**src/design/nfc_pkg.sv**
```systemverilog
// Package for the NAND flash host sequencer: command codes, address layout, timing counts.
// Assumes a 20 MHz clock and a controller that owns every strobe of the flash.
package nfc_pkg;

  localparam int CLK_MHZ = 20;
  // Strobe low and high phase, in ns, rounded up to whole cycles
  localparam int STROBE_NS = 50;
  localparam int STROBE_CYC = (STROBE_NS * CLK_MHZ + 999) / 1000;
  localparam logic [3:0] STROBE_CNT = 4'(STROBE_CYC < 1 ? 1 : STROBE_CYC);

  localparam logic [7:0] CMD_READ_SETUP = 8'h00;
  localparam logic [7:0] CMD_READ_CONFIRM = 8'h30;
  localparam logic [7:0] CMD_COPY_READ_CONFIRM = 8'h35;
  localparam logic [7:0] CMD_READ_ID = 8'h90;
  localparam logic [7:0] CMD_RESET = 8'hff;
  localparam logic [7:0] CMD_PROG_SETUP = 8'h80;
  localparam logic [7:0] CMD_PROG_CONFIRM = 8'h10;
  localparam logic [7:0] CMD_CACHE_CONFIRM = 8'h15;
  localparam logic [7:0] CMD_COPY_PROG_SETUP = 8'h85;
  localparam logic [7:0] CMD_ERASE_SETUP = 8'h60;
  localparam logic [7:0] CMD_ERASE_CONFIRM = 8'hd0;
  localparam logic [7:0] CMD_RAND_OUT_SETUP = 8'h05;
  localparam logic [7:0] CMD_RAND_OUT_CONFIRM = 8'he0;
  localparam logic [7:0] CMD_READ_STATUS = 8'h70;

  localparam int COL_BITS = 12;
  localparam int ROW_BITS = 16;
  localparam int ADDR_BITS = 28;
  localparam logic [11:0] PAGE_BYTES = 12'h840;
  localparam logic [11:0] SPARE_START = 12'h800;

  // Host operations
  typedef enum logic [3:0] {
    NFC_OP_READ, NFC_OP_COPY_READ, NFC_OP_READ_ID, NFC_OP_RESET,
    NFC_OP_PROGRAM, NFC_OP_CACHE_PROGRAM, NFC_OP_COPY_PROGRAM, NFC_OP_ERASE,
    NFC_OP_RAND_IN, NFC_OP_RAND_OUT, NFC_OP_STATUS
  } nfc_op_e;

  typedef struct packed {
    nfc_op_e op;
    logic [ADDR_BITS-1:0] addr;
    logic [11:0] count;
  } nfc_req_s;

  // Flash pin bundle driven by the host
  typedef struct packed {
    logic chip_enable_n;
    logic command_latch_select;
    logic address_capture_select;
    logic input_strobe_n;
    logic output_strobe_n;
    logic program_lock_n;
    logic [7:0] bus_out;
    logic bus_oe;
  } nfc_pins_s;

endpackage : nfc_pkg

```
**src/design/nfc_host.sv**
```systemverilog
// Host-side sequencer for a large-page NAND flash: issues commands, addresses and data bytes.
// Assumes the flash pins are synchronous to clk and the bench resolves the shared bus wire.
//
// Contract
// - Address is 28 bits in four cycles: two column then two row bytes.
// - Host drives upper four bits of second address cycle low.
// - Page read is 00h, four address cycles, 30h, then busy.
// - Page program is 80h, four address cycles, data, then 10h.
// - Cache program ends with 15h instead of 10h.
// - Copy-back reads with 00h then 35h, programs with 85h, address, 10h.
// - Block erase is 60h, two row address cycles, D0h.
// - 85h with column moves input point; 05h, column, E0h move output point.
// - Read ID is 90h then one address cycle; reset FFh and status 70h are one cycle; only last two when busy.
// - Host never issues a command code outside the defined set.
// - Host writes every byte by pulsing input strobe low with chip enable low.
`timescale 1ns/1ps
`default_nettype none
module nfc_host
  import nfc_pkg::*;
(
  input wire logic clk,
  input wire logic nrst,
  input wire logic req_valid,
  output logic req_ready,
  input wire nfc_req_s req,
  input wire logic write_lock,
  input wire logic [7:0] wr_data,
  input wire logic wr_valid,
  output logic wr_take,
  output logic [7:0] rd_data,
  output logic rd_valid,
  output logic op_done,
  output logic flash_busy,
  output nfc_pins_s pins,
  input wire logic [7:0] bus_in,
  input wire logic busy_flag_n
);

  typedef enum logic [3:0] {
    S_IDLE, S_CMD1, S_ADDR, S_DATA_W, S_READ_B, S_CMD2, S_WAIT_BUSY, S_FINISH
  } nfc_state_e;

  typedef struct packed {
    nfc_state_e state;
    nfc_req_s r;
    logic [2:0] aidx;
    logic [11:0] left;
    logic go;
    logic [7:0] rdat;
    logic rval;
    logic done;
    logic wtake;
    logic rdy;
    logic fbusy;
    nfc_pins_s p;
  } nfc_host_s;

  nfc_host_s st;
  nfc_host_s next_st;
  logic stb_low;
  logic stb_sample;
  logic stb_done;
  logic [7:0] first_cmd;
  logic [7:0] second_cmd;
  logic has_second;
  logic [2:0] addr_first;
  logic [2:0] addr_last;
  logic [7:0] addr_byte;
  logic writes_data;
  logic reads_data;
  logic waits_busy;

  nfc_strobe u_strobe (
    .clk(clk),
    .nrst(nrst),
    .start(st.go),
    .strobe_low(stb_low),
    .sample(stb_sample),
    .done(stb_done)
  );

  ////////////////////////////////////////////////////////////////////////////
  // Per-operation decode: only codes of the defined set can ever be produced
  always_comb begin
    first_cmd = CMD_READ_SETUP;
    second_cmd = CMD_READ_CONFIRM;
    has_second = 1'b1;
    addr_first = 3'h0;
    addr_last = 3'h4;
    writes_data = 1'b0;
    reads_data = 1'b0;
    waits_busy = 1'b1;
    case (st.r.op)
      NFC_OP_READ: reads_data = 1'b1;
      NFC_OP_COPY_READ: second_cmd = CMD_COPY_READ_CONFIRM;
      NFC_OP_READ_ID, NFC_OP_STATUS: begin
        first_cmd = (st.r.op == NFC_OP_READ_ID) ? CMD_READ_ID : CMD_READ_STATUS;
        has_second = 1'b0;
        addr_last = (st.r.op == NFC_OP_READ_ID) ? 3'h1 : 3'h0;
        reads_data = 1'b1;
        waits_busy = 1'b0;
      end
      NFC_OP_RESET: begin
        first_cmd = CMD_RESET;
        has_second = 1'b0;
        addr_last = 3'h0;
      end
      NFC_OP_PROGRAM, NFC_OP_CACHE_PROGRAM, NFC_OP_COPY_PROGRAM: begin
        first_cmd = (st.r.op == NFC_OP_COPY_PROGRAM) ? CMD_COPY_PROG_SETUP : CMD_PROG_SETUP;
        second_cmd = (st.r.op == NFC_OP_CACHE_PROGRAM) ? CMD_CACHE_CONFIRM : CMD_PROG_CONFIRM;
        writes_data = 1'b1;
      end
      NFC_OP_ERASE: begin
        first_cmd = CMD_ERASE_SETUP;
        second_cmd = CMD_ERASE_CONFIRM;
        addr_first = 3'h2;
      end
      NFC_OP_RAND_IN: begin
        first_cmd = CMD_COPY_PROG_SETUP;
        has_second = 1'b0;
        addr_last = 3'h2;
        writes_data = 1'b1;
        waits_busy = 1'b0;
      end
      NFC_OP_RAND_OUT: begin
        first_cmd = CMD_RAND_OUT_SETUP;
        second_cmd = CMD_RAND_OUT_CONFIRM;
        addr_last = 3'h2;
        reads_data = 1'b1;
        waits_busy = 1'b0;
      end
      default: begin
        first_cmd = CMD_READ_STATUS;
        has_second = 1'b0;
        addr_last = 3'h0;
        waits_busy = 1'b0;
      end
    endcase
    // A read of zero bytes skips its data phase; it ends after its commands, address cycles and any busy wait
    if (st.r.count == 12'h0) reads_data = 1'b0;
  end

  // Address cycle layout; second cycle upper nibble forced low
  always_comb begin
    case (st.aidx)
      3'h0: addr_byte = st.r.addr[7:0];
      3'h1: addr_byte = {4'h0, st.r.addr[11:8]};
      3'h2: addr_byte = st.r.addr[19:12];
      3'h3: addr_byte = st.r.addr[27:20];
      default: addr_byte = 8'h00;
    endcase
  end

  ////////////////////////////////////////////////////////////////////////////
  // Sequencer
  always_comb begin
    next_st = st;
    next_st.go = 1'b0;
    next_st.rval = 1'b0;
    next_st.done = 1'b0;
    next_st.wtake = 1'b0;
    next_st.p.program_lock_n = write_lock ? 1'b0 : 1'b1;
    next_st.p.input_strobe_n = 1'b1;
    next_st.p.output_strobe_n = 1'b1;
    case (st.state)
      S_IDLE: begin
        next_st.p.chip_enable_n = 1'b1;
        next_st.p.bus_oe = 1'b0;
        if (req_valid) begin
          next_st.r = req;
          next_st.state = S_CMD1;
          next_st.p.chip_enable_n = 1'b0;
          next_st.go = 1'b1;
        end
      end
      S_CMD1, S_CMD2: begin
        next_st.p.command_latch_select = 1'b1;
        next_st.p.bus_oe = 1'b1;
        next_st.p.bus_out = (st.state == S_CMD1) ? first_cmd : second_cmd;
        next_st.p.input_strobe_n = !stb_low;
        if (stb_done && !st.go) begin
          next_st.p.command_latch_select = 1'b0;
          next_st.aidx = addr_first;
          next_st.left = st.r.count;
          next_st.go = 1'b1;
          if (st.state == S_CMD1 && addr_last != 3'h0) begin
            next_st.state = S_ADDR;
          end else begin
            next_st.state = waits_busy ? S_WAIT_BUSY : (reads_data ? S_READ_B : S_FINISH);
            next_st.go = !waits_busy && reads_data;
            next_st.p.bus_oe = waits_busy || !reads_data;
          end
        end
      end
      S_ADDR: begin
        next_st.p.address_capture_select = 1'b1;
        next_st.p.bus_out = addr_byte;
        next_st.p.input_strobe_n = !stb_low;
        if (stb_done && !st.go) begin
          next_st.aidx = st.aidx + 3'h1;
          next_st.go = 1'b1;
          if (st.aidx + 3'h1 == addr_last) begin
            next_st.p.address_capture_select = 1'b0;
            if (writes_data && st.r.count != 12'h0) begin
              next_st.state = S_DATA_W;
              next_st.go = 1'b0;
            end else if (has_second) begin
              next_st.state = S_CMD2;
            end else if (reads_data) begin
              next_st.state = S_READ_B;
              next_st.p.bus_oe = 1'b0;
            end else begin
              next_st.state = S_FINISH;
              next_st.go = 1'b0;
            end
          end
        end
      end
      S_DATA_W: begin
        next_st.p.input_strobe_n = !stb_low;
        if (stb_done && !st.go) begin
          if (st.left == 12'h0) begin
            next_st.state = has_second ? S_CMD2 : S_FINISH;
            next_st.go = has_second;
          end else if (wr_valid) begin
            next_st.p.bus_out = wr_data;
            next_st.wtake = 1'b1;
            next_st.left = st.left - 12'h1;
            next_st.go = 1'b1;
          end
        end
      end
      S_READ_B: begin
        next_st.p.bus_oe = 1'b0;
        next_st.p.output_strobe_n = !stb_low;
        if (stb_sample) begin
          next_st.rdat = bus_in;
          next_st.rval = 1'b1;
          next_st.left = st.left - 12'h1;
        end
        if (stb_done && !st.go) begin
          if (st.left == 12'h0) begin
            next_st.state = S_FINISH;
          end else begin
            next_st.go = 1'b1;
          end
        end
      end
      S_WAIT_BUSY: begin
        // Chip enable stays low; flash ignores it anyway while busy
        if (stb_done && !st.go && busy_flag_n) begin
          next_st.state = reads_data ? S_READ_B : S_FINISH;
          next_st.go = reads_data;
          next_st.p.bus_oe = !reads_data;
        end
      end
      S_FINISH: begin
        next_st.p.chip_enable_n = 1'b1;
        next_st.p.bus_oe = 1'b0;
        next_st.done = 1'b1;
        next_st.state = S_IDLE;
      end
      default: begin
        next_st.state = S_IDLE;
      end
    endcase
    next_st.rdy = (next_st.state == S_IDLE);
    next_st.fbusy = (next_st.state == S_WAIT_BUSY);
  end

  always_ff @(posedge clk) begin
    if (!nrst) begin
      st <= '{state: S_IDLE, r: '0, aidx: 3'h0, left: 12'h0, go: 1'b0, rdat: 8'h00,
              rval: 1'b0, done: 1'b0, wtake: 1'b0, rdy: 1'b1, fbusy: 1'b0,
              p: '{chip_enable_n: 1'b1, command_latch_select: 1'b0,
                   address_capture_select: 1'b0, input_strobe_n: 1'b1,
                   output_strobe_n: 1'b1, program_lock_n: 1'b0, bus_out: 8'h00,
                   bus_oe: 1'b0}};
    end else begin
      st <= next_st;
    end
  end

  assign pins = st.p;
  assign rd_data = st.rdat;
  assign rd_valid = st.rval;
  assign op_done = st.done;
  assign wr_take = st.wtake;
  assign req_ready = st.rdy;
  assign flash_busy = st.fbusy;

endmodule // nfc_host
`default_nettype wire

```
**src/design/nfc_strobe.sv**
```systemverilog
// Strobe timer: produces a low phase then a high phase of a write or read strobe.
// Assumes start is only pulsed while done is high.
`timescale 1ns/1ps
`default_nettype none
module nfc_strobe
  import nfc_pkg::*;
(
  input wire logic clk,
  input wire logic nrst,
  input wire logic start,
  output logic strobe_low,
  output logic sample,
  output logic done
);

  typedef struct packed {
    logic low;
    logic busy;
    logic smp;
    logic [3:0] cnt;
  } nfc_strobe_s;

  nfc_strobe_s st;
  nfc_strobe_s next_st;

  always_comb begin
    next_st = st;
    next_st.smp = 1'b0;
    if (start && !st.busy) begin
      next_st.busy = 1'b1;
      next_st.low = 1'b1;
      next_st.cnt = STROBE_CNT;
    end else if (st.busy) begin
      if (st.cnt > 4'h1) begin
        next_st.cnt = st.cnt - 4'h1;
      end else if (st.low) begin
        // Data is taken at the end of the low phase, just before the rising edge
        next_st.low = 1'b0;
        next_st.smp = 1'b1;
        next_st.cnt = STROBE_CNT;
      end else begin
        next_st.busy = 1'b0;
      end
    end
  end

  always_ff @(posedge clk) begin
    if (!nrst) begin
      st <= '0;
    end else begin
      st <= next_st;
    end
  end

  assign strobe_low = st.low;
  assign sample = st.smp;
  assign done = !st.busy;

endmodule // nfc_strobe
`default_nettype wire

```
**config.mk**
```make
export PLATFORM = sky130hd
export DESIGN_NAME = nfc_host
export DESIGN_NICKNAME = d
export VERILOG_FILES = /design/src/design/nfc_pkg.sv /design/src/design/nfc_host.sv /design/src/design/nfc_strobe.sv
export SDC_FILE = /design/constraint.sdc
export NUM_CORES = 1
export LEC_CHECK = 0
export ABC_CLOCK_PERIOD_IN_PS = 3500
export BUFFER_PORTS_ARGS = -buffer_cell sky130_fd_sc_hd__buf_4
export CORE_MARGIN = 2
export CORE_UTILIZATION = 35
export DETAILED_ROUTE_END_ITERATION = 6
export PLACE_DENSITY = 0.67
export SLEW_MARGIN = 5
export SYNTH_ARGS = -nofsm -noshare
export SYNTH_HDL_FRONTEND = slang
export SYNTH_SLANG_ARGS = --single-unit
```
**constraint.sdc**
```tcl
create_clock -name clk -period 3.5 [get_ports clk]
set_input_delay 0.35 -clock clk [delete_from_list [all_inputs] [get_ports clk]]
set_output_delay 0.35 -clock clk [all_outputs]
set_load 0.02 [all_outputs]
```
# == Yosys cells after proc, flatten, opt, wreduce, memory -nomap -nowiden ==
# Index checks and enable logic that the tools add are counted.
# word_totals
out_inout_bits,28
register_bits,99
elab_cells,202
# op_classes
n_mux,80
order_cmp,1
eq_ne,34
n_reduce_logical,54
add_sub_neg,3
n_bitwise,4
# ops
op,n
8-bit case mux with 4 select lines,2
8-bit case mux with 7 select lines,1
4-bit two-way mux,13
48-bit two-way mux,1
8-bit two-way mux,5
4-bit by 3-bit == test with 1-bit output (second input constant),9
12-bit case mux with 3 select lines,1
1-bit two-way mux,35
13-bit two-way mux,2
12-bit logical NOT,2
12-bit two-way mux,2
4-bit case mux with 6 select lines,1
8-bit case mux with 3 select lines,1
2-bit != test (second input constant),10
4-bit OR reduction,5
4-bit by 2-bit == test with 1-bit output (second input constant),4
16-bit two-way mux,1
2-bit AND reduction,7
7-bit OR reduction,2
4-bit == test (second input constant),3
4-bit logical NOT,3
3-bit two-way mux,4
12-bit nonzero test,1
3-bit nonzero test,4
31 further kinds,57

# == Longest topological paths before layout ==
# Gate-level depths: netlist of the first run.
# depth
word_depth,11
mapped_depth,9
depth_no_buf,8

# == Modules after synthesis ==
# A second synthesis of the first run with hierarchy kept.
# hier_totals
cells_unflattened,667
hier_area_um2,5131.2
# modules_own_cells
mod,area_per_inst_um2,cells_each,n_inst
nfc_host,4754.6,626,1
nfc_strobe,376.6,41,1

# == Worst setup path before layout of the first run ==
# OpenSTA, ideal clock, no wires.
# synth_timing
path_type,register to register
startpoint,reg st[41] (netlist name)
endpoint,"reg st, in the netlist req_ready"
setup_ns,0.115
stages_incl_launch_ff,8
path_buffers,0
slack_ns,1.230
arrival_time_ns,2.155
required_ns,3.385
cell_sequence,dfxtp_1 > inv_1 > ha_1 > or4_4 > a32oi_2 > nand3_1 > o211a_1 > a31o_1
# synth_via
elab_chain_cells,6
# synth_rtl
element,line,text
start: declaration,nfc_host.sv:58,nfc_host_s st;
start signal: assignment,nfc_host.sv:273,"st <= '{state: S_IDLE, r: '0, aidx: 3'h0, left: 12'h0, go: 1'b0, rdat: 8'h00,"
start signal: assignment,nfc_host.sv:280,st <= next_st;
3-bit by 1-bit adder with 3-bit output,nfc_host.sv:202,if (st.aidx + 3'h1 == addr_last) begin
3-bit == test,nfc_host.sv:202,
4-bit two-way mux,nfc_host.sv:202,
4-bit two-way mux,nfc_host.sv:199,if (stb_done && !st.go) begin
4-bit case mux with 6 select lines,nfc_host.sv:165,case (st.state)
4-bit logical NOT,nfc_host.sv:267,next_st.rdy = (next_st.state == S_IDLE);
# Every way passes these cells.
# A chain may end at the register's enable or synchronous reset.

# == Worst setup path after layout of the first run ==
# layout_timing
startpoint,reg st[88] (netlist name)
endpoint,reg st[38] (netlist name)
# layout_via
elab_chain_cells,4
# layout_rtl
element,line
4-bit by 1-bit == test with 1-bit output / 4-bit by 3-bit == test with 1-bit output (equally long branches),nfc_host.sv:165
2-bit OR reduction,nfc_host.sv:165
2-bit != test (no line) / 3-bit nonzero test (equally long branches),-
6-bit AND reduction (no line),-
# Parallel ways exist; a longest one is shown, timed or not.

==> results.md, run 1 <==
* Wirelength per Cell at about 15 um
* Synthesis warning total at 0
* Main synth FF type: dfxtp_1
* DRT iter0 DRCs at 366
* Crit path capture type: flip-flop
* Commonest non-fill, non-tap cell in the layout: nand2_1
* Layout fillers at 1453
* Root buf cell: clkbuf_16
* Clk pin slew, worst setup/hold paths at ~0.060 ns
* Top cell type's share of synthesized area at 39.31%
* Seq/Total Area, Yosys at about two fifths
* Clk sinks at 99
* Critical path launch point type: flip-flop
* Post-Syn Nets at between 700 and 800
* H-tree levels at 3
* Biggest cell delay along the critical path at 0.68 ns
* CTS resizes at 0
* DRC violations left at 0
* Floorplan Core Area at ~14000 um2
* Slew @ Worst Pin at about 0.98 ns
* Deepest clock path buffer count at 2
* Synthesized area at a little over 5000 um2
* Final setup fails at 0
* Skew final at approximately 0.01 ns
* Unrepaired setup endpoints after global routing: no
* Via count at approximately 4.7k
* CTS Hold Buffers Added at 0
* # Post-CTS Setup Buffers at 0
* Worst-path fanout max at 16
* Vias per cell at 5.312
* Height of the chip at 124.0 um
* Worst-case vdd ir drop at between 0.2 and 0.25 mV
* Die Footprint at about 15000 um2
* Cell variety after synth at 63
* Cell count after placement at ~870
* Num CTS Buffers at 9
* Post-synth EDFFs at 0
* P per Cell Area at 407.2 nW/um2
* Placement Rows at 43
* Vias in the first global route at between 4k and 5k
* Max stage delay cell, worst path: nor4bb_2
* Layout Cells excl Fill at 889
* Largest cells by area after synthesis: dfxtp_1 39%, nand2_1 10%, a21oi_1 8.3%, nor2_1 4.1%, buf_4 3.6%
* I/O pin count at 94
* TritonCTS clock tree: built
* Detail Placement HPWL at between 9 and 10 mm
* WL final at 13.23 mm
* Synthesis-to-layout area growth at 18.84%
* DR pass1 iterations at 5
* ANT cells at 0
* Post-synth ARST share at 0%
* #FFs+latches synth at between 90 and 100
* Crit share post-route at approximately three quarters
* Initial antenna violation count at 0
* Cell Chain, Critical Path: nor4bb_2 -> nand2_1 -> o21bai_1 -> o21ai_0 -> a21boi_1 -> o21a_1
* Slew headroom at ~34%
* Total GRT Usage at between 15 and 20%
* Antenna Violating Nets Remaining at 0
* Grt ovf at 0
* Die Span X at approximately 120 um
* Avg Cell Area, Syn at 7.685 um2
* Min Tclk post-route at ~2.7 ns
* Port Buffer Count at 93
* Layout cells sized above 1 at 17.77%
* First-pass GRT wire length at about 21 mm
* Syn Inst Count at ~660
* Cell taking the most area after synthesis: dfxtp_1
* Kind of critical path: reg2reg
* Outcome: complete, no violations
* Commonest non-fill, non-tap cells in the layout: 138 x nand2_1, 103 x buf_4, 99 x dfxtp_1, 84 x a21oi_1, 55 x nor2_1
* Hold Violations, Final at 0
* FMAX at 375.5 MHz
* Leakage at ~2.2 nW
* TNS Setup at 0 ns
* Largest net degree at the start of global routing at 60
* Final Max Tran Viols at 0
* Initial Utilization at a little over a third
* Critical Path RT at approximately 3.8 ns
* Critical path arrival at 2.96 ns
* Clock latency on the worst-skew pair at 0.35 ns
* # nets final at between 700 and 800
* Hold Path Class: in2reg
* Routability congestion estimate at around 0.9
* Max-cap violations at 0
-- per-layer routing --
metal  global-route usage, %  vias up  share of wire (%)
li1                        -     2404                  -
met1                   24.92     2169                 48
met2                   25.86      130                 44
met3                   3.068       19                5.5
met4                   7.374        0                1.8
met5                       0        -                  0
-- cells by family (layout without fill, tap and decap cells) --
family	count (synthesis)	count (layout)	share of synthesized area, %
flops	99	99	39.31
xor+xnor	4	4	0.6949
buf+inv	82	135	7.992
fa+ha+maj	9	9	2.234
other cells	1	1	0.07439
mux	3	3	0.5957
simple gates	260	260	23.63
compound gates	198	198	25.47
-- power by group --
group          total, mW  leakage (nW)  internal (mW)  switching [mW]
combinational      0.264          1.28          0.119           0.146
clock              0.981         0.136          0.552           0.429
sequential          1.19         0.804           1.16          0.0343
total               2.44          2.22           1.83           0.609
-- state kept, by name, indices dropped and copies added (netlist names) --
signal	flops
u_strobe.sample	1
rd_valid	1
u_strobe.st	5
u_strobe.strobe_low	1
pins	15
st	64
rd_data	8
flash_busy	1
op_done	1
req_ready	1
wr_take	1
-- worst max-delay path: cells and delay by family (launching register included) --
kind | cells | cell delay [ns]
AND/OR/NAND/NOR | 2 | 0.83
AO/OA/AOI/OAI | 4 | 1.17
flip-flops | 1 | 0.62
-- path summary, 6_finish.rpt --
path	depth (start not counted)	endpoint	slack, ns	from
hold / removal	2	pins[9]	0.14	write_lock
setup / recovery	6	st[38]	0.84	st[88]
hold reg to reg	2	st[81]	0.46	st[81]
setup reg to reg	6	st[38]	0.84	st[88]
-- cells in the mapped netlist, drive strengths merged, types with 8 or more instances --
master  count
o21ai      26
a31oi      11
inv        17
nor3       10
a222oi      8
clkbuf     37
a211oi      8
nor2b       8
nor4       10
nand3      15
ha          9
a21oi      84
buf        28
nor2       55
nand2     138
dfxtp      99
-- through the flow --
stage          hold slack (ns)  area [um2]  power [mW]  util, %  setup WS, ns
3_3_place_gp            0.4429        5707       1.482    40.80        0.9825
3_5_place_dp            0.4470        5707       1.483    40.80        0.9223
5_1_grt                 0.1403        5991       2.540    42.83        0.5804
2_1_floorplan           0.4167        5041       1.373        -         1.230
4_1_cts                 0.1245        5991       2.467    42.83        0.9031
6_report                0.1414        5991       2.440    42.83        0.8368
-- final cells by class --
class,count,area [um2],share of cell area (%)
Clock buffer,11,232.7,3.885
Sequential cell,99,1982,33.08
Inverter,17,63.81,1.065
Tap cell,180,225.2,3.759
Timing Repair Buffer,103,773.2,12.91
Multi-Input combinational cell,475,2663,44.44
Clock inverter,4,51.30,0.8563
(Power assumes the default switching activity.)
==> inputs of run 2 (changes only) <==
--- a/config.mk
+++ b/config.mk
@@ -5,7 +5,8 @@
 export SDC_FILE = /design/constraint.sdc
 export NUM_CORES = 1
 export LEC_CHECK = 0
-export ABC_CLOCK_PERIOD_IN_PS = 3500
+export ABC_AREA = 1
+export ABC_CLOCK_PERIOD_IN_PS = 2660
 export BUFFER_PORTS_ARGS = -buffer_cell sky130_fd_sc_hd__buf_4
 export CORE_MARGIN = 2
 export CORE_UTILIZATION = 35
==> constraint.sdc (replaced) <==
create_clock -name clk -period 2.66 [get_ports clk]
set_input_delay 0.266 -clock clk [delete_from_list [all_inputs] [get_ports clk]]
set_output_delay 0.266 -clock clk [all_outputs]
set_load 0.02 [all_outputs]
==> run 2 against run 1 <==
Via count is 1.6% lower; area after synthesis increased by 0.62%; power up 44%; routed wire length down 3.5%; worst setup slack worse by 0.18 ns; utilization fell by 0.13 points; maximum frequency up 33%; clock-buffer cell count down 2; final area about the same; global-route usage is 0.65 points lower; sequential share of layout area about the same; largest cell class unchanged; highest routed layer unchanged.
==> results.md, run 2 <==
* Most Frequent Cell on Critical Path: inv_2
* Die Span X at 124.4 um (+0.30%)
* Wirelength per Cell at 13.30 um (-11%)
* Post-synth EDFFs at 0 (unchanged)
* H-tree levels at 3 (unchanged)
* Cell Chain, Critical Path: nor2_4 -> inv_2 -> nor3_4 -> nand2_2 -> buf_4 -> o31ai_1 -> inv_2 -> nand3_1 -> nand2_1 -> inv_1
* Syn Inst Count at 717 (+9.3%)
* Max reg flops at 64 (unchanged)
* Top cell type's share of synthesized area at 39.07% (-0.24 points)
* Vias per cell at 4.846 (-8.8%)
* TritonCTS clock tree: built
* Cell taking the most area after synthesis: dfxtp_1
* Avg Cell Area, Syn at 7.074 um2 (-7.9%)
* Die Footprint at 15470 um2 (+0.61%)
* Slew @ Worst Pin at 0.7752 ns (-0.2045 ns)
* Max stage delay cell, worst path: buf_4
* Biggest cell delay along the critical path at 0.61 ns (-0.07 ns)
* Layout fillers at 1455 (+0.14%)
* Initial antenna violation count at 0 (unchanged)
* Post-synth ARST share at 0% (unchanged)
* Kind of critical path: reg2reg
* Critical path arrival at 2.27 ns (-0.69 ns)
* Crit share post-route at 75.29% (-0.80 points)
* Area of the multi-input gates at 2425 um2 (-8.9%)
* Slew headroom at 48.32% (+14 points)
* Detail Placement HPWL at 9.328 mm (-1.4%)
* Post-Syn Nets at 792 (+8.3%)
* Largest cells by area after synthesis: dfxtp_1 39%, nand2_1 8.3%, a21oi_1 6.4%, inv_1 6.2%, nor2_1 6.2%
* DRT iter0 DRCs at 246 (-33%)
* Most flop-heavy register: st
* I/O pin count at 94 (unchanged)
* Worst-case vdd ir drop at 0.2864 mV (+36%)
* Total GRT Usage at 16.82% (-0.65 points)
* Floorplan Core Area at 14040 um2 (+0.38%)
* DR pass1 iterations at 5 (unchanged)
* WL final at 12.76 mm (-3.5%)
* CTS Hold Buffers Added at 0 (unchanged)
* Register Area at 1982 um2 (unchanged)
* Seq/Total Area, Yosys at 39.07% (-0.24 points)
* Crit path capture type: flip-flop
* # Post-CTS Setup Buffers at 0 (unchanged)
* Antenna Violating Nets Remaining at 0 (unchanged)
* Leakage at 2.729 nW (+23%)
* Grt ovf at 0 (unchanged)
* TNS Setup at 0 ns (unchanged)
* Deepest clock path buffer count at 2 (unchanged)
* Cell variety after synth at 45 (-29%)
* Max-cap violations at 0 (unchanged)
* Vias in the first global route at 4321 (+1.7%)
* Hold Path Class: in2reg
* Skew final at 0.01302 ns (+0.002940 ns)
* Synthesis warning total at 0 (unchanged)
* Final setup fails at 0 (unchanged)
* Commonest non-fill, non-tap cell in the layout: nand2_1
* FMAX at 499.3 MHz (+33%)
* Synthesized area at 5072 um2 (+0.62%)
* Routability congestion estimate at 0.9041 (+0.90%)
* Placement Rows at 43 (unchanged)
* Largest net degree at the start of global routing at 84 (+40%)
* Commonest cells in the netlist: 112 x nand2_1, 99 x dfxtp_1, 84 x inv_1, 84 x nor2_1, 65 x a21oi_1
* Port Buffer Count at 93 (unchanged)
* Final Max Tran Viols at 0 (unchanged)
* Hold Violations, Final at 0 (unchanged)
* Height of the chip at 124.4 um (+0.30%)
* P per Cell Area at 585.6 nW/um2 (+44%)
* Critical Path RT at 2.93 ns (-0.87 ns)
* Crit path max-delay family: buffers and inverters
* Min Tclk post-route at 2.003 ns (-0.6603 ns)
* Initial Utilization at 36.12% (+0.085 points)
* Outcome: complete, no violations
* Num CTS Buffers at 9 (unchanged)
* Critical path buffer and inverter count at 4 (+4)
* Critical path launch point type: flip-flop
* Commonest non-fill, non-tap cells in the layout: 111 x nand2_1, 99 x dfxtp_1, 96 x buf_4, 84 x inv_1, 84 x nor2_1
* Most numerous cell in the Yosys netlist: nand2_1
* Main synth FF type: dfxtp_1
* ANT cells at 0 (unchanged)
* Layout cells sized above 1 at 18.23% (+0.46 points)
* First-pass GRT wire length at 21.21 mm (+0.82%)
* Root buf cell: clkbuf_16
* Clk sinks at 99 (unchanged)
* #FFs+latches synth at 99 (unchanged)
* Unrepaired setup endpoints after global routing: no
* Synthesis-to-layout area growth at 18.20%
* # nets final at 849 (+8.8%)
* DRC violations left at 0 (unchanged)
* Via count at 4647 (-1.6%)
* CTS resizes at 0 (unchanged)
* Clk pin slew, worst setup/hold paths at 0.07 ns (about the same)
* Clock latency on the worst-skew pair at 0.37 ns (+0.02 ns)
* Hold WS at 0.04845 ns (-0.09295 ns)
* Worst-path fanout max at 83 (+67)
run 2: cell types whose count changed in the layout (fill, tap and decap cells not counted), sizes merged, moves of 10 or more:
cell | previous run | this run
nand2 | 138 | 116
inv | 18 | 96
o21ai | 26 | 88
a21oi | 84 | 66
nand3 | 15 | 35
o22ai | 2 | 14
nor4 | 10 | 0
nor2 | 55 | 93
run 2: cell type report:
type                       instances  area share (%)
multi-input combinational        475           40.44
sequential                        99           33.06
timing repair buffer              96           12.02
inverter                          93           5.864
clock buffer                       9           3.756
tap                              180           3.756
clock inverter                     7           1.106
run 2: path summary, 6_finish.rpt:
path / startpoint / endpoint / slack (ns) / cells past startpoint
worst max-delay path: st[91] / st[28] / 0.66 / 10
worst min-delay path: write_lock / pins[9] / 0.05 / 2
worst max register to register: st[91] / st[28] / 0.66 / 10
worst min register to register: st[67] / st[67] / 0.45 / 2
run 2: power breakdown:
part	total [mW]	internal, mW	switching (mW)
clock network	1.32	0.660	0.659
registers	1.61	1.56	0.0508
logic	0.580	0.228	0.352
total	3.51	2.45	1.06
run 2: kinds of logic (layout without fill, tap and decap cells):
logic type	Yosys count	count (layout)	synth area share [%]
DFF	99	99	39.07
adders and majority gates	9	9	2.220
buffers and inverters	143	205	13.17
and+or+nand+nor	261	261	22.67
xor gates and xnor gates	11	11	1.899
other	1	1	0.07393
AOI/OAI and AO/OA	193	193	20.89
run 2: metrics by stage:
stage	util, %	cells	total power, mW	instance area [um2]	setup slack, ns
6_report	42.70	959	3.511	5996	0.6572
4_1_cts	42.70	959	3.539	5996	0.6790
3_5_place_dp	40.62	943	2.221	5704	0.7032
3_3_place_gp	40.62	943	2.220	5704	0.7429
2_1_floorplan	-	717	2.045	5072	0.9663
5_1_grt	42.70	959	3.673	5996	0.5081
run 2: metal layers:
layer,up-vias,GRT usage [%],routed length [um]
li1,2441,-,-
met1,2081,23.40,6397
met2,109,25.62,5525
met3,16,3.136,589
met4,0,6.874,246
met5,-,0,0
==> inputs of run 3 (changes only) <==
--- a/config.mk
+++ b/config.mk
@@ -5,13 +5,13 @@
 export SDC_FILE = /design/constraint.sdc
 export NUM_CORES = 1
 export LEC_CHECK = 0
-export ABC_AREA = 1
-export ABC_CLOCK_PERIOD_IN_PS = 2660
+export ABC_AREA = 0
+export ABC_CLOCK_PERIOD_IN_PS = 1800
 export BUFFER_PORTS_ARGS = -buffer_cell sky130_fd_sc_hd__buf_4
 export CORE_MARGIN = 2
 export CORE_UTILIZATION = 35
 export DETAILED_ROUTE_END_ITERATION = 6
-export PLACE_DENSITY = 0.67
+export PLACE_DENSITY = 0.69
 export SLEW_MARGIN = 5
 export SYNTH_ARGS = -nofsm -noshare
 export SYNTH_HDL_FRONTEND = slang
==> constraint.sdc (replaced) <==
create_clock -name clk -period 1.8 [get_ports clk]
set_input_delay 0.18 -clock clk [delete_from_list [all_inputs] [get_ports clk]]
set_output_delay 0.18 -clock clk [all_outputs]
set_load 0.02 [all_outputs]
==> run 3 against run 2 <==
The run now ends with negative setup slack left; sequential power increased by 43%; worst setup slack lost 1.0 ns; final cell count rose by 3.9%; sequential cell count stayed put; via count up 13%; register-to-register slack lost 1.0 ns; maximum frequency down 7.1%; clock skew is 0.0044 ns lower; critical path type unchanged; critical endpoint is now req_ready; largest cell class unchanged; largest power group unchanged; highest routed layer unchanged.
==> results.md, run 3 (synthesized netlist as in run 1, its figures left out) <==
* GRT Max-Usage Layer: met2
* Die Footprint at 15380 um2 (-0.60%)
* Commonest non-fill, non-tap cells in the layout: 186 x buf_4, 137 x nand2_1, 90 x dfxtp_1, 84 x a21oi_1, 54 x nor2_1
* Combinational share of power at 15.6% (-0.9 points)
* Worst-case vdd ir drop at 0.5626 mV (+96%)
* WL final at 15.56 mm (+22%)
* Grt ovf at 0 (unchanged)
* Worst-path fanout max at 6 (-93%)
* Switch share at 26.71% (-3.5 points)
* HP Start: req[38]
* Tot Pwr at 4.960 mW (+41%)
* Clk sinks at 99 (unchanged)
* Vias per cell at 5.285 (+9.1%)
* DRT iter0 DRCs at 328 (+33%)
* Clock Power Share at 38.1% (+0.5 points)
* Placement Rows at 43 (unchanged)
* Crit path max-delay family: compound AO/OA/AOI/OAI gates
* FMAX at 463.9 MHz (-7.1%)
* Leakage at 2.858 nW (+4.7%)
* R2R depth at 7 (-3)
* RR Endpoint: req_ready
* Cell count after placement at 971 (+3.0%)
* Antenna Violating Nets Remaining at 0 (unchanged)
* Total GRT Usage at 20.20% (+3.4 points)
* Max reg flops at 64 (unchanged)
* Floorplan Core Area at 13990 um2 (-0.38%)
* Crit path capture type: flip-flop
* Layout Cells excl Fill at 996 (+3.9%)
* Final Max Tran Viols at 0 (unchanged)
* Int Pwr at 3.635 mW (+48%)
* Max stage delay cell, worst path: or4_4
* Vias in the first global route at 4874 (+13%)
* Clk pin slew, worst setup/hold paths at 0.07 ns (about the same)
* GR Util met3 at 5.311% (+2.2 points)
* Switch Pwr at 1.325 mW (+25%)
* Synthesis-to-layout area growth at 44.11%
* Largest net degree at the start of global routing at 57 (-32%)
* Cell Chain, Critical Path: inv_1 -> ha_4 -> or4_4 -> a32oi_4 -> nand3_2 -> o211a_1 -> a31o_1
* Unrepaired setup endpoints after global routing: yes
* Biggest cell delay along the critical path at 0.51 ns (-0.10 ns)
* TritonCTS clock tree: built
* Worst Hold End: st[82]
* # nets final at 886 (+4.4%)
* Post-route cell area at 7264 um2 (+21%)
* Hold Violations, Final at 0 (unchanged)
* ANT cells at 0 (unchanged)
* Max-cap violations at 0 (unchanged)
* Commonest non-fill, non-tap cell in the layout: buf_4
* Detail Placement HPWL at 10.88 mm (+17%)
* CP Depth at 7 (-3)
* Initial antenna violation count at 0 (unchanged)
* Failing checks: negative setup slack
* Critical path launch point type: flip-flop
* Placement Cell Area at 6555 um2 (+15%)
* M2 GR Usage at 31.56% (+5.9 points)
* Critical path arrival at 2.40 ns (+0.13 ns)
* Skew final at 0.008611 ns (-0.004405 ns)
* Num CTS Buffers at 9 (unchanged)
* First-pass GRT wire length at 24.08 mm (+14%)
* Hold WS at 0.06378 ns (+0.01534 ns)
* R2R Path Start: st[42]
* DRC violations left at 0 (unchanged)
* Via count at 5264 (+13%)
* Kind of critical path: reg2reg
* Sequential share of power at 46.3% (+0.4 points)
* Clock latency on the worst-skew pair at 0.36 ns (about the same)
* Routability congestion estimate at 0.9264 (+2.5%)
* Layout cells sized above 1 at 35.17% (+17 points)
* Height of the chip at 124.0 um (-0.30%)
* CP startpoint: st[42]
* Critical Path RT at 2.05 ns (-0.88 ns)
* Min Tclk post-route at 2.156 ns (+0.1530 ns)
* Final setup fails at 21 (+21)
* Die Span X at 124.0 um (-0.30%)
* Reg-to-reg slack, setup at -0.36 ns (-1.01 ns)
* Root buf cell: clkbuf_16
* H-tree levels at 3 (unchanged)
* Crit share post-route at 119.8% (+44 points)
* Deepest clock path buffer count at 2 (unchanged)
* Hold Path Class: in2reg
* M1 GR Usage at 27.08% (+3.7 points)
* Initial Utilization at 36.04% (-0.085 points)
* Outcome: complete, but fails checks
* DR pass1 iterations at 7 (+2)
* Hold Path Depth at 3 (+1)
* P per Cell Area at 682.8 nW/um2 (+17%)
* Most flop-heavy register: st
* PnR worst setup slack at -0.3558 ns (-1.013 ns)
* Critical path buffer and inverter count at 1 (-3)
* Wirelength per Cell at 15.62 um (+17%)
* Port Buffer Count at 93 (unchanged)
* TNS Setup at -2.361 ns (-2.361 ns)
* I/O pin count at 94 (unchanged)
[run 3: cell types whose count changed in the layout (fill, tap and decap cells not counted), sizes merged, moves of 10 or more]
| cell | before | now |
|---|---|---|
| a21oi | 66 | 84 |
| buf | 96 | 206 |
| o22ai | 14 | 2 |
| nand2 | 116 | 138 |
| nor2 | 93 | 55 |
| nand3 | 35 | 15 |
| nor4 | 0 | 10 |
| o21ai | 88 | 26 |
| inv | 96 | 20 |
[run 3: worst min-delay path: cells and delay by family]
family | cells | cell delay, ns
buffers and inverters | 1 | 0.11
AND/OR/NAND/NOR | 1 | 0.04
AO/OA/AOI/OAI | 1 | 0.05
[run 3: routing by layer]
| layer | routed length (um) | part of all wire [%] |
|---|---|---|
| met5 | 0 | 0 |
| met4 | 337 | 2.2 |
| met3 | 1086 | 7.0 |
| met2 | 7077 | 45 |
| met1 | 7056 | 45 |
[run 3: power groups by stage]
stage / clock (mW) / sequential (mW) / combinational [mW]
2_1_floorplan: 0 / 2.34 / 0.343
3_3_place_gp: 0 / 2.34 / 0.706
3_5_place_dp: 0 / 2.34 / 0.707
4_1_cts: 1.94 / 2.29 / 0.746
5_1_grt: 2.02 / 2.30 / 0.841
6_report: 1.89 / 2.30 / 0.775
[run 3: how the worst max path moves through the flow]
stage | endpoint | slack, ns
floorplan | req_ready | -0.32
global placement | req_ready | -0.33
detailed placement | req_ready | -0.41
CTS | req_ready | -0.34
global route | req_ready | -0.41
finish | req_ready | -0.36
[run 3: final cells by class]
cell class,instances,area [um2]
clock buffer,10,239.0
clock inverter,6,46.29
timing repair buffer,208,1700
tap,180,225.2
multi-input combinational,476,2997
fill,1324,6724
sequential,99,1993
inverter,17,63.81
[run 3: metrics by stage]
step           util (%)  worst slack (ns)
2_1_floorplan         -           -0.3247
3_3_place_gp      46.86           -0.3315
3_5_place_dp      46.86           -0.4062
4_1_cts           50.89           -0.3430
5_1_grt           51.93           -0.4133
6_report          51.93           -0.3558
[run 3: what timing repair did]
action	CTS	global route
resized for setup	51	23
hold buffers	1	0
hold endpoints to repair	1	0
setup buffers	4	3
cloned	1	1
endpoints found under the setup margin	28	40
pin swaps	20	12
